--- src/fdpm_params.svh ---
// Constants for the floppy drive pin interface and pin sharing
`ifndef FDPM_PARAMS_SVH
`define FDPM_PARAMS_SVH

// Clock
`define FDPM_CLK_PERIOD_NS 5

// Extension mode select field codes
`define FDPM_MODE_PRINTER 2'h0
`define FDPM_MODE_EXT_SINGLE 2'h1
`define FDPM_MODE_EXT_DUAL 2'h2

// Second density pin function field codes (reset value is density)
`define FDPM_DEN_FUNC_DENSITY 2'h0
`define FDPM_DEN_FUNC_GPIO 2'h1
`define FDPM_DEN_FUNC_KBC 2'h2
`define FDPM_DEN_FUNC_SCI 2'h3

// Parallel data pin positions used in extension modes
`define FDPM_PD_INDEX 0
`define FDPM_PD_TRACK0 1
`define FDPM_PD_WPROT 2
`define FDPM_PD_RDATA 3
`define FDPM_PD_DISK_CHANGE_N 4
`define FDPM_PD_SPARE 5
`define FDPM_PD_MOTOR_A 6
`define FDPM_PD_SEL_A 7

// Step pulse width
`define FDPM_STEP_PULSE_NS 3000
`define FDPM_STEP_PULSE_CYC \
	((`FDPM_STEP_PULSE_NS + `FDPM_CLK_PERIOD_NS - 1) / `FDPM_CLK_PERIOD_NS)

`endif

--- src/fdpm_pkg.sv ---
// Types for the floppy drive pin interface and pin sharing
package fdpm_pkg;

	typedef enum logic [1:0] {
		FDPM_PRINTER,
		FDPM_EXT_SINGLE,
		FDPM_EXT_DUAL
	} fdpm_mode_t;

	typedef enum logic {
		FDPM_STEP_IDLE,
		FDPM_STEP_PULSE
	} fdpm_step_state_t;

endpackage : fdpm_pkg

--- src/fdpm_top.sv ---
// Floppy drive pin interface with parallel port and density pin sharing
`timescale 1ns/100ps
`include "fdpm_params.svh"
module fdpm_top import fdpm_pkg::*; #(
	parameter int STEP_PULSE_CYC = `FDPM_STEP_PULSE_CYC
) (
	input wire logic mclk, // System clock, 200 MHz
	input wire logic sys_rst, // Async reset, active high
	// Configuration
	input wire logic [1:0] ext_mode_sel, // Parallel pin mode
	input wire logic [1:0] den_pin_func, // Density pin 1 function
	input wire logic drive_input_pullup_disable, // Kill drive pull-ups
	// Controller core side
	input wire logic core_head_side1, // 1 selects side 1
	input wire logic core_write_gate, // Write enable request
	input wire logic core_write_pulse, // Precompensated write bit
	input wire logic core_step_strobe, // One-cycle step request
	input wire logic core_dir_inward, // 1 steps inward
	input wire logic core_motor_a_on, // Drive 0 motor on
	input wire logic core_motor_b_on, // Drive 1 motor on
	input wire logic core_drive_sel_a, // Select drive A
	input wire logic core_drive_sel_b, // Select drive B
	input wire logic core_density0, // Density select bit 0
	input wire logic core_density1, // Density select bit 1
	input wire logic core_ext_motor_a_on, // Extension A motor on
	input wire logic core_ext_drive_sel_a, // Extension A select
	input wire logic core_ext_access, // Read from extension drive
	output logic drv_disk_change_n, // Selected disk change
	output logic drv_read_serial_n, // Selected read data
	output logic drv_write_protect_n, // Selected write protect
	output logic drv_track_zero_n, // Selected track zero
	output logic drv_index_n, // Selected index
	// Printer logic side
	input wire logic [7:0] prn_data_o, // Printer data out
	input wire logic prn_data_oe, // Printer drives data
	output logic [7:0] prn_data_in, // Synchronised data pins
	// Alternate density pin users
	input wire logic gpio_port1_bit0_o, // GPIO level
	input wire logic gpio_port1_bit0_oe, // GPIO enable
	output logic gpio_port1_bit0, // GPIO input level
	output logic irq_channel_in1, // Interrupt input from GPIO
	input wire logic kbc_port_o, // Keyboard port level
	input wire logic kbc_port_oe, // Keyboard port enable
	output logic kbc_port_pin, // Keyboard port input
	input wire logic system_control_irq_n, // SCI level to drive
	// Drive cable pins
	output logic head_sel_n_o, // Head select level
	output logic head_sel_n_oe, // Head select drive
	output logic write_gate_n_o, // Write enable level
	output logic write_gate_n_oe, // Write enable drive
	output logic write_serial_n_o, // Write data level
	output logic write_serial_n_oe, // Write data drive
	output logic step_n_o, // Step level
	output logic step_n_oe, // Step drive
	output logic dir_n_o, // Direction level
	output logic dir_n_oe, // Direction drive
	output logic motor_a_on_n_o, // Motor A level
	output logic motor_a_on_n_oe, // Motor A drive
	output logic motor_b_on_n_o, // Motor B level
	output logic motor_b_on_n_oe, // Motor B drive
	output logic drive_sel_a_n_o, // Select A level
	output logic drive_sel_a_n_oe, // Select A drive
	output logic drive_sel_b_n_o, // Select B level
	output logic drive_sel_b_n_oe, // Select B drive
	output logic density_sel_bit0_o, // Density 0 level
	output logic density_sel_bit0_oe, // Density 0 drive
	input wire logic density_sel_bit1_i, // Density 1 pin level
	output logic density_sel_bit1_o, // Density 1 level
	output logic density_sel_bit1_oe, // Density 1 drive
	input wire logic disk_change_n, // Disk change pin
	input wire logic read_serial_n, // Read data pin
	input wire logic write_protect_n, // Write protect pin
	input wire logic track_zero_n, // Track zero pin
	input wire logic index_n, // Index pin
	output logic drive_pullup_en, // Drive input pull-ups on
	input wire logic [7:0] par_data_pin_i, // Parallel data pins
	output logic [7:0] par_data_pin_o, // Parallel data levels
	output logic [7:0] par_data_pin_oe, // Parallel data drive
	output logic [7:0] par_pullup_en // Parallel pin pull-ups on
);

	// ------------------------------------------------------------
	// Mode decode
	// ------------------------------------------------------------
	fdpm_mode_t mode;
	logic ext_mode;

	always_comb begin
		case (ext_mode_sel)
			`FDPM_MODE_EXT_SINGLE: mode = FDPM_EXT_SINGLE;
			`FDPM_MODE_EXT_DUAL: mode = FDPM_EXT_DUAL;
			default: mode = FDPM_PRINTER;
		endcase
	end

	assign ext_mode = (mode != FDPM_PRINTER);

	// ------------------------------------------------------------
	// Input synchronisers
	// ------------------------------------------------------------
	// Pull-ups idle these lines high, so reset to released
	logic [4:0] main_sync;
	logic [7:0] par_sync;
	logic den1_sync;

	fdpm_sync #(
		.WIDTH(5),
		.RST_VAL(5'h1F)
	) u_main_sync (
		.mclk(mclk),
		.sys_rst(sys_rst),
		.async_in({disk_change_n, read_serial_n, write_protect_n,
			track_zero_n, index_n}),
		.sync_out(main_sync)
	);

	fdpm_sync #(
		.WIDTH(9),
		.RST_VAL(9'h1FF)
	) u_par_sync (
		.mclk(mclk),
		.sys_rst(sys_rst),
		.async_in({density_sel_bit1_i, par_data_pin_i}),
		.sync_out({den1_sync, par_sync})
	);

	logic main_disk_change_n_n;
	logic main_rdata_n;
	logic main_wp_n;
	logic main_trk0_n;
	logic main_index_n;
	logic ext_disk_change_n;
	logic ext_sel;

	assign {main_disk_change_n_n, main_rdata_n, main_wp_n, main_trk0_n,
		main_index_n} = main_sync;
	assign ext_disk_change_n = par_sync[`FDPM_PD_DISK_CHANGE_N];
	assign ext_sel = ext_mode & core_ext_access;

	// ------------------------------------------------------------
	// Drive status to core
	// ------------------------------------------------------------
	// Levels follow the drive as-is: active low at the pin
	always_ff @(posedge mclk or posedge sys_rst) begin
		if (sys_rst) begin
			drv_disk_change_n <= 1'b1;
			drv_read_serial_n <= 1'b1;
			drv_write_protect_n <= 1'b1;
			drv_track_zero_n <= 1'b1;
			drv_index_n <= 1'b1;
		end else if (ext_sel) begin
			drv_disk_change_n <= ext_disk_change_n;
			drv_read_serial_n <= par_sync[`FDPM_PD_RDATA];
			drv_write_protect_n <= par_sync[`FDPM_PD_WPROT];
			drv_track_zero_n <= par_sync[`FDPM_PD_TRACK0];
			drv_index_n <= par_sync[`FDPM_PD_INDEX];
		end else begin
			drv_disk_change_n <= main_disk_change_n_n;
			drv_read_serial_n <= main_rdata_n;
			drv_write_protect_n <= main_wp_n;
			drv_track_zero_n <= main_trk0_n;
			drv_index_n <= main_index_n;
		end
	end

	assign prn_data_in = par_sync;

	// ------------------------------------------------------------
	// Pull-up control
	// ------------------------------------------------------------
	always_ff @(posedge mclk or posedge sys_rst) begin
		if (sys_rst) begin
			drive_pullup_en <= 1'b1;
			par_pullup_en <= 8'hFF;
		end else begin
			drive_pullup_en <= ~drive_input_pullup_disable;
			// Extension inputs always pulled high; printer keeps them too
			par_pullup_en <= 8'hFF;
		end
	end

	// ------------------------------------------------------------
	// Step pulse stretcher
	// ------------------------------------------------------------
	// Strobes during a pulse are dropped: the head moves one track each
	fdpm_step_state_t step_state_r;
	logic [15:0] step_cnt_r;

	always_ff @(posedge mclk or posedge sys_rst) begin
		if (sys_rst) begin
			step_state_r <= FDPM_STEP_IDLE;
			step_cnt_r <= 16'h0000;
		end else begin
			case (step_state_r)
				FDPM_STEP_IDLE: begin
					if (core_step_strobe) begin
						step_state_r <= FDPM_STEP_PULSE;
						step_cnt_r <= 16'(STEP_PULSE_CYC - 1);
					end
				end
				FDPM_STEP_PULSE: begin
					if (step_cnt_r == 16'h0000) begin
						step_state_r <= FDPM_STEP_IDLE;
					end else begin
						step_cnt_r <= step_cnt_r - 16'h0001;
					end
				end
				default: begin
					step_state_r <= FDPM_STEP_IDLE;
					step_cnt_r <= 16'h0000;
				end
			endcase
		end
	end

	// ------------------------------------------------------------
	// Main drive open-drain outputs
	// ------------------------------------------------------------
	// Open-drain levels are always low; the enable alone carries state
	assign head_sel_n_o = 1'b0;
	assign write_gate_n_o = 1'b0;
	assign write_serial_n_o = 1'b0;
	assign step_n_o = 1'b0;
	assign dir_n_o = 1'b0;
	assign motor_a_on_n_o = 1'b0;
	assign motor_b_on_n_o = 1'b0;
	assign drive_sel_a_n_o = 1'b0;
	assign drive_sel_b_n_o = 1'b0;
	assign density_sel_bit0_o = 1'b0;

	always_ff @(posedge mclk or posedge sys_rst) begin
		if (sys_rst) begin
			head_sel_n_oe <= 1'b0;
			write_gate_n_oe <= 1'b0;
			write_serial_n_oe <= 1'b0;
			step_n_oe <= 1'b0;
			dir_n_oe <= 1'b0;
			motor_a_on_n_oe <= 1'b0;
			motor_b_on_n_oe <= 1'b0;
			drive_sel_a_n_oe <= 1'b0;
			drive_sel_b_n_oe <= 1'b0;
			density_sel_bit0_oe <= 1'b0;
		end else begin
			head_sel_n_oe <= core_head_side1;
			write_gate_n_oe <= core_write_gate;
			// Data only reaches the cable while writing is enabled
			write_serial_n_oe <= core_write_gate & core_write_pulse;
			step_n_oe <= (step_state_r == FDPM_STEP_PULSE);
			dir_n_oe <= core_dir_inward;
			motor_a_on_n_oe <= core_motor_a_on;
			motor_b_on_n_oe <= core_motor_b_on;
			drive_sel_a_n_oe <= core_drive_sel_a;
			drive_sel_b_n_oe <= core_drive_sel_b;
			density_sel_bit0_oe <= ~core_density0;
		end
	end

	// ------------------------------------------------------------
	// Shared density pin
	// ------------------------------------------------------------
	always_ff @(posedge mclk or posedge sys_rst) begin
		if (sys_rst) begin
			density_sel_bit1_o <= 1'b0;
			density_sel_bit1_oe <= 1'b0;
		end else begin
			case (den_pin_func)
				`FDPM_DEN_FUNC_DENSITY: begin
					density_sel_bit1_o <= 1'b0;
					density_sel_bit1_oe <= ~core_density1;
				end
				`FDPM_DEN_FUNC_GPIO: begin
					density_sel_bit1_o <= gpio_port1_bit0_o;
					density_sel_bit1_oe <= gpio_port1_bit0_oe;
				end
				`FDPM_DEN_FUNC_KBC: begin
					density_sel_bit1_o <= kbc_port_o;
					density_sel_bit1_oe <= kbc_port_oe;
				end
				default: begin
					// Driven at all times here, unlike the other functions
					density_sel_bit1_o <= system_control_irq_n;
					density_sel_bit1_oe <= 1'b1;
				end
			endcase
		end
	end

	// Unselected users see an idle high input
	assign gpio_port1_bit0 =
		(den_pin_func == `FDPM_DEN_FUNC_GPIO) ? den1_sync : 1'b1;
	assign irq_channel_in1 = gpio_port1_bit0;
	assign kbc_port_pin =
		(den_pin_func == `FDPM_DEN_FUNC_KBC) ? den1_sync : 1'b1;

	// ------------------------------------------------------------
	// Parallel data pins
	// ------------------------------------------------------------
	logic [7:0] par_o_nxt;
	logic [7:0] par_oe_nxt;

	always_comb begin
		par_o_nxt = prn_data_o;
		par_oe_nxt = {8{prn_data_oe}};
		if (ext_mode) begin
			// Bits 0 to 4 are inputs, bit 5 floats
			par_o_nxt = 8'h00;
			par_oe_nxt = 8'h00;
			if (mode == FDPM_EXT_DUAL) begin
				par_oe_nxt[`FDPM_PD_MOTOR_A] = core_ext_motor_a_on;
				par_oe_nxt[`FDPM_PD_SEL_A] = core_ext_drive_sel_a;
			end
		end
	end

	always_ff @(posedge mclk or posedge sys_rst) begin
		if (sys_rst) begin
			par_data_pin_o <= 8'h00;
			par_data_pin_oe <= 8'h00;
		end else begin
			par_data_pin_o <= par_o_nxt;
			par_data_pin_oe <= par_oe_nxt;
		end
	end

endmodule : fdpm_top

--- src/fdpm_sync.sv ---
// Two-flop synchroniser for pin inputs
`timescale 1ns/100ps
module fdpm_sync #(
	parameter int WIDTH = 1,
	parameter logic [WIDTH-1:0] RST_VAL = '1
) (
	input wire logic mclk, // System clock
	input wire logic sys_rst, // Async reset, active high
	input wire logic [WIDTH-1:0] async_in, // Raw pin levels
	output logic [WIDTH-1:0] sync_out // Synchronised levels
);

	logic [WIDTH-1:0] meta_r;

	// First stage feeds only the second stage
	always_ff @(posedge mclk or posedge sys_rst) begin
		if (sys_rst) begin
			meta_r <= RST_VAL;
			sync_out <= RST_VAL;
		end else begin
			meta_r <= async_in;
			sync_out <= meta_r;
		end
	end

endmodule : fdpm_sync

--- config.mk ---
export PLATFORM = sky130hd
export DESIGN_NAME = fdpm_top
export DESIGN_NICKNAME = d
export VERILOG_FILES = /design/src/fdpm_pkg.sv /design/src/fdpm_top.sv /design/src/fdpm_sync.sv
export VERILOG_INCLUDE_DIRS = /design/src /design/src/src
export SDC_FILE = /design/constraint.sdc
export NUM_CORES = 1
export LEC_CHECK = 0
export BUFFER_PORTS_ARGS = -buffer_cell sky130_fd_sc_hd__buf_2
export CAP_MARGIN = 5
export CORE_UTILIZATION = 48
export DETAILED_ROUTE_END_ITERATION = 12
export PLACE_DENSITY_LB_ADDON = 0.1
export SYNTH_ARGS = -nofsm -noshare
export SYNTH_HDL_FRONTEND = slang
export SYNTH_SLANG_ARGS = --single-unit
--- constraint.sdc ---
create_clock -name mclk -period 3.3 [get_ports mclk]
set_input_delay 0.66 -clock mclk [delete_from_list [all_inputs] [get_ports mclk]]
set_output_delay 0.66 -clock mclk [all_outputs]
set_load 0.005 [all_outputs]
==> impl_table.tex <==
\begin{tabular}{lr}
\hline
Metric & Value \\
\hline
\multicolumn{2}{l}{\textbf{CTS}} \\
\quad Total number of clock tree sinks & 74 \\
\quad CTS root buf & sky130\_fd\_sc\_hd\_\_clkbuf\_8 \\
\quad Number of H-tree levels & 3 \\
\quad Clock transition at the register clock pins on the worst setup and hold paths after CTS & 0.07 ns \\
\quad Setup Fix Bufs, Post-CTS & 0 \\
\quad Count of instances resized after the clock tree is built & 0 \\
\quad Clock tree from TritonCTS & built \\
\quad Maximum number of buffers from clock root to sink & 2 \\
\quad Worst skew pair latency & 0.33 ns \\
\quad CTS hold repair buffers & 0 \\
\quad Clock buffer count from CTS & 9 \\
\multicolumn{2}{l}{\textbf{Worst setup path}} \\
\quad Worst Setup End Kind & flip-flop \\
\quad Critical path peak fanout & 8 \\
\quad Crit Reg-Reg Startpoint & step\_cnt\_r[0] \\
\quad Critical-path cell with the highest stage delay & sky130\_fd\_sc\_hd\_\_o41ai\_2 \\
\quad Kind of launch point of the worst setup path & flip-flop \\
\quad Worst path top cell family by delay & compound AO/OA/AOI/OAI gates \\
\quad Number of buffer and inverter instances along the worst setup path & 1 \\
\quad CP required & 3.51 ns \\
\quad Worst Reg2Reg Path Length in Cells & 6 \\
\quad Minimum setup slack among reg-to-reg paths & 0.85 ns \\
\quad Critical path cell sequence & inv\_1 -> ha\_1 -> or4b\_1 -> o41ai\_2 -> nor4b\_1 -> mux2i\_1 \\
\quad Arrival time of the worst setup path & 2.66 ns \\
\quad Slowest cell delay on critical path & 0.77 ns \\
\quad Capture instance of the worst register-to-register path & step\_cnt\_r[10] \\
\quad Crit Path Category & reg2reg \\
\multicolumn{2}{l}{\textbf{Floorplanning}} \\
\quad Initial cell density of the core & 0.507 \\
\quad Die Footprint & 6190 um2 \\
\quad Number of standard-cell rows in the floorplan & 27 \\
\quad Chip width & 78.7 um \\
\quad Core region area & 5570 um2 \\
\quad \# IOs & 112 \\
\quad DIE HEIGHT & 78.7 um \\
\multicolumn{2}{l}{\textbf{STA}} \\
\quad Post-route setup TNS & 0 ns \\
\quad Tcrit/Tclk final & 0.742 \\
\quad Transition time of the tightest slew-check pin & 0.802 ns \\
\quad Min cycle time layout & 2.45 ns \\
\quad Hold Fails Final Rpt & 0 \\
\quad Maximum clock rate & 408 MHz \\
\quad RSZ-0062 raised after global routing & no \\
\quad Slew HR & 0.459 \\
\quad Number of pins with negative max-slew slack in the final report & 0 \\
\quad Worst Hold Margin & 0.354 ns \\
\quad Fin Clk Skew & 0.00354 ns \\
\quad Final WS setup & 0.851 ns \\
\quad Number of failing setup endpoints in the final timing report & 0 \\
\multicolumn{2}{l}{\textbf{Min path}} \\
\quad Min-Delay Startpoint & u\_main\_sync.meta\_r[2] \\
\quad Capture endpoint of the worst hold path & u\_main\_sync.sync\_out[2] \\
\quad Hold-critical path depth & 0 \\
\quad Worst Hold Class & reg2reg \\
\multicolumn{2}{l}{\textbf{Yosys}} \\
\quad Share of synthesized flip-flops with an asynchronous set or reset & 1.00 \\
\quad YS warnings & 0 \\
\quad Portion of synthesized cell area occupied by the leading cell type & 0.354 \\
\quad Top post-synthesis cells by area & sky130\_fd\_sc\_hd\_\_dfrtp\_1 35\%, sky130\_fd\_sc\_hd\_\_dfstp\_2 32\%, sky130\_fd\_sc\_hd\_\_buf\_4 6.4\% \\
\quad Number of synthesized register bits & 74 \\
\quad Synth Area per Inst & 13.5 um2 \\
\quad Top flip-flop cell by instance count after synthesis & sky130\_fd\_sc\_hd\_\_dfrtp\_1 \\
\quad Most instantiated cells after synthesis & 40 x sky130\_fd\_sc\_hd\_\_dfrtp\_1, 34 x sky130\_fd\_sc\_hd\_\_dfstp\_2, 24 x sky130\_fd\_sc\_hd\_\_buf\_4, 12 x sky130\_fd\_sc\_hd\_\_nand2\_1, 10 x sky130\_fd\_sc\_hd\_\_and2\_1 \\
\quad Most common cell in the netlist & sky130\_fd\_sc\_hd\_\_dfrtp\_1 \\
\quad Biggest area consumer among synthesized cells & sky130\_fd\_sc\_hd\_\_dfrtp\_1 \\
\quad Post-synth EDFFs & 0 \\
\quad Total standard cell area after synthesis & 2820 um2 \\
\quad Number of distinct library cells after synthesis & 42 \\
\quad Number of instances in the synthesized netlist & 209 \\
\quad Seq/Total Area, Yosys & 0.671 \\
\multicolumn{2}{l}{\textbf{Routing}} \\
\quad DR vias/cell & 4.85 \\
\quad Average detailed-routed wire length per instance & 13.0 um \\
\quad Aggregate routed wire length & 4.92 mm \\
\quad Initial drt markers & 43 \\
\quad Count of vias placed by the detailed router & 1835 \\
\quad Drt first pass iters & 4 \\
\quad Remaining DRCs & 0 \\
\quad Remaining number of nets flagged by the antenna check after routing & 0 \\
\multicolumn{2}{l}{\textbf{Placement}} \\
\quad Placed Area & 3260 um2 \\
\quad Post-detail-place hpwl & 3.56 mm \\
\quad Post-placement setup slack & 0.873 ns \\
\quad Number of buffers added on ports & 93 \\
\quad Weighted congestion at the end of routability-driven global placement & 0.749 \\
\multicolumn{2}{l}{\textbf{Cells and area}} \\
\quad Area growth from synthesis to final layout & 22.4\% \\
\quad Number of nets in the layout & 352 \\
\quad Core occupancy in the finished layout & 0.620 \\
\quad Post-route design area & 3460 um2 \\
\quad Number of antenna repair diodes & 0 \\
\quad Share of cells above drive strength 1 & 0.513 \\
\multicolumn{2}{l}{\textbf{GRT}} \\
\quad Congestion Overflow GR & 0 \\
\quad Number of antenna violations at the first check in global routing & 0 \\
\quad Number of global-route vias before repair & 1672 \\
\quad Largest net degree at the start of global routing & 43 \\
\quad Global-route wire length before repair & 7.64 mm \\
\quad Total GRT Usage & 0.166 \\
\multicolumn{2}{l}{\textbf{Power and ir drop}} \\
\quad Power density over cell area & 621 nW/um2 \\
\quad Worst IR Drop VDD & 382 uV \\
\quad P\_leak & 1.67 nW \\
\multicolumn{2}{l}{\textbf{Run status}} \\
\quad Status & finished clean \\
\multicolumn{2}{l}{\textbf{Run}} \\
\quad Max-cap violations & 0 \\
\hline
\end{tabular}
==> routing by layer <==
layer / track usage / wire length (um) / vias to the layer above
li1: - / - / 862
met1: 0.201 / 2080 / 877
met2: 0.266 / 2350 / 86
met3: 0.0506 / 389 / 10
met4: 0.0907 / 99 / 0
met5: 0 / 0 / -
==> cell families after synthesis <==
logic type                 share of synthesized area
AOI/OAI and AO/OA                             0.0678
adders and majority gates                    0.00886
buffers and inverters                         0.0815
DFF                                            0.671
muxes                                         0.0563
other                                        0.00266
and+or+nand+nor                                0.112
==> worst register-to-register path, delay by kind of cell, from the launching register on <==
family | cells | cell delay (ns)
buf+inv | 1 | 0.07
mux | 1 | 0.15
fa+ha+maj | 1 | 0.19
flops | 1 | 0.41
compound gates | 1 | 0.77
simple gates | 2 | 0.75
==> power by group <==
part           internal [W]  switching [W]  total, W
logic              0.000160       0.000168  0.000328
clock network      0.000355       0.000318  0.000673
registers           0.00105      0.0000998   0.00115
==> flip-flops by register name (all words and copies together) (netlist names), 3 cells and up <==
name	flops
u_main_sync.sync_out	5
u_main_sync.meta_r	5
par_data_pin_o	8
u_par_sync.sync_out	9
step_cnt_r	16
par_data_pin_oe	3
u_par_sync.meta_r	9
==> worst max path at each step <==
| stage | from | cells after the start | end | slack [ns] |
|---|---|---|---|---|
| floorplan | sys_rst | 1 | density_sel_bit0_oe | 0.81 |
| global placement | step_cnt_r[0] | 6 | step_cnt_r[10] | 0.93 |
| detailed placement | step_cnt_r[0] | 6 | step_cnt_r[7] | 0.87 |
| CTS | step_cnt_r[0] | 6 | step_cnt_r[7] | 0.87 |
| global route | step_cnt_r[0] | 6 | step_cnt_r[12] | 0.76 |
| finish | step_cnt_r[0] | 6 | step_cnt_r[10] | 0.85 |
==> metrics by stage <==
stage	power, W	std cells
after detailed placement	0.00149	362
after floorplan	0.00138	225
after global placement	0.00148	362
final	0.00215	378
after global routing	0.00227	378
after CTS	0.00217	378
==> area by class of cell <==
cell class	instances	area, um2
clock buffer	11	131
clock inverter	5	65.1
fill	461	2120
inverter	8	30.0
multi-input combinational	114	759
sequential	74	1890
tap	72	90.1
timing repair buffer	94	485
==> cells in the final DEF (no fill, tap or decap), types with 2 or more instances in the layout <==
cell type / instances
sky130_fd_sc_hd__mux2i_1: 8
sky130_fd_sc_hd__conb_1: 18
sky130_fd_sc_hd__clkbuf_1: 2
sky130_fd_sc_hd__nor2_1: 7
sky130_fd_sc_hd__a21o_1: 2
sky130_fd_sc_hd__inv_1: 7
sky130_fd_sc_hd__buf_2: 93
sky130_fd_sc_hd__a2111oi_1: 2
sky130_fd_sc_hd__nand2_1: 12
sky130_fd_sc_hd__or3_1: 4
sky130_fd_sc_hd__or4b_1: 2
sky130_fd_sc_hd__a21oi_1: 3
sky130_fd_sc_hd__or4_1: 3
sky130_fd_sc_hd__mux2_2: 7
sky130_fd_sc_hd__dfstp_2: 34
sky130_fd_sc_hd__ha_1: 2
sky130_fd_sc_hd__nor4_1: 3
sky130_fd_sc_hd__clkinv_4: 4
sky130_fd_sc_hd__or2_2: 3
sky130_fd_sc_hd__clkbuf_8: 9
sky130_fd_sc_hd__nor3_1: 2
sky130_fd_sc_hd__and2_1: 10
sky130_fd_sc_hd__nor4b_1: 2
sky130_fd_sc_hd__nor2b_1: 2
sky130_fd_sc_hd__dfrtp_1: 40
sky130_fd_sc_hd__o21ai_0: 5
No activity file was read; power rests on OpenSTA's default activity.
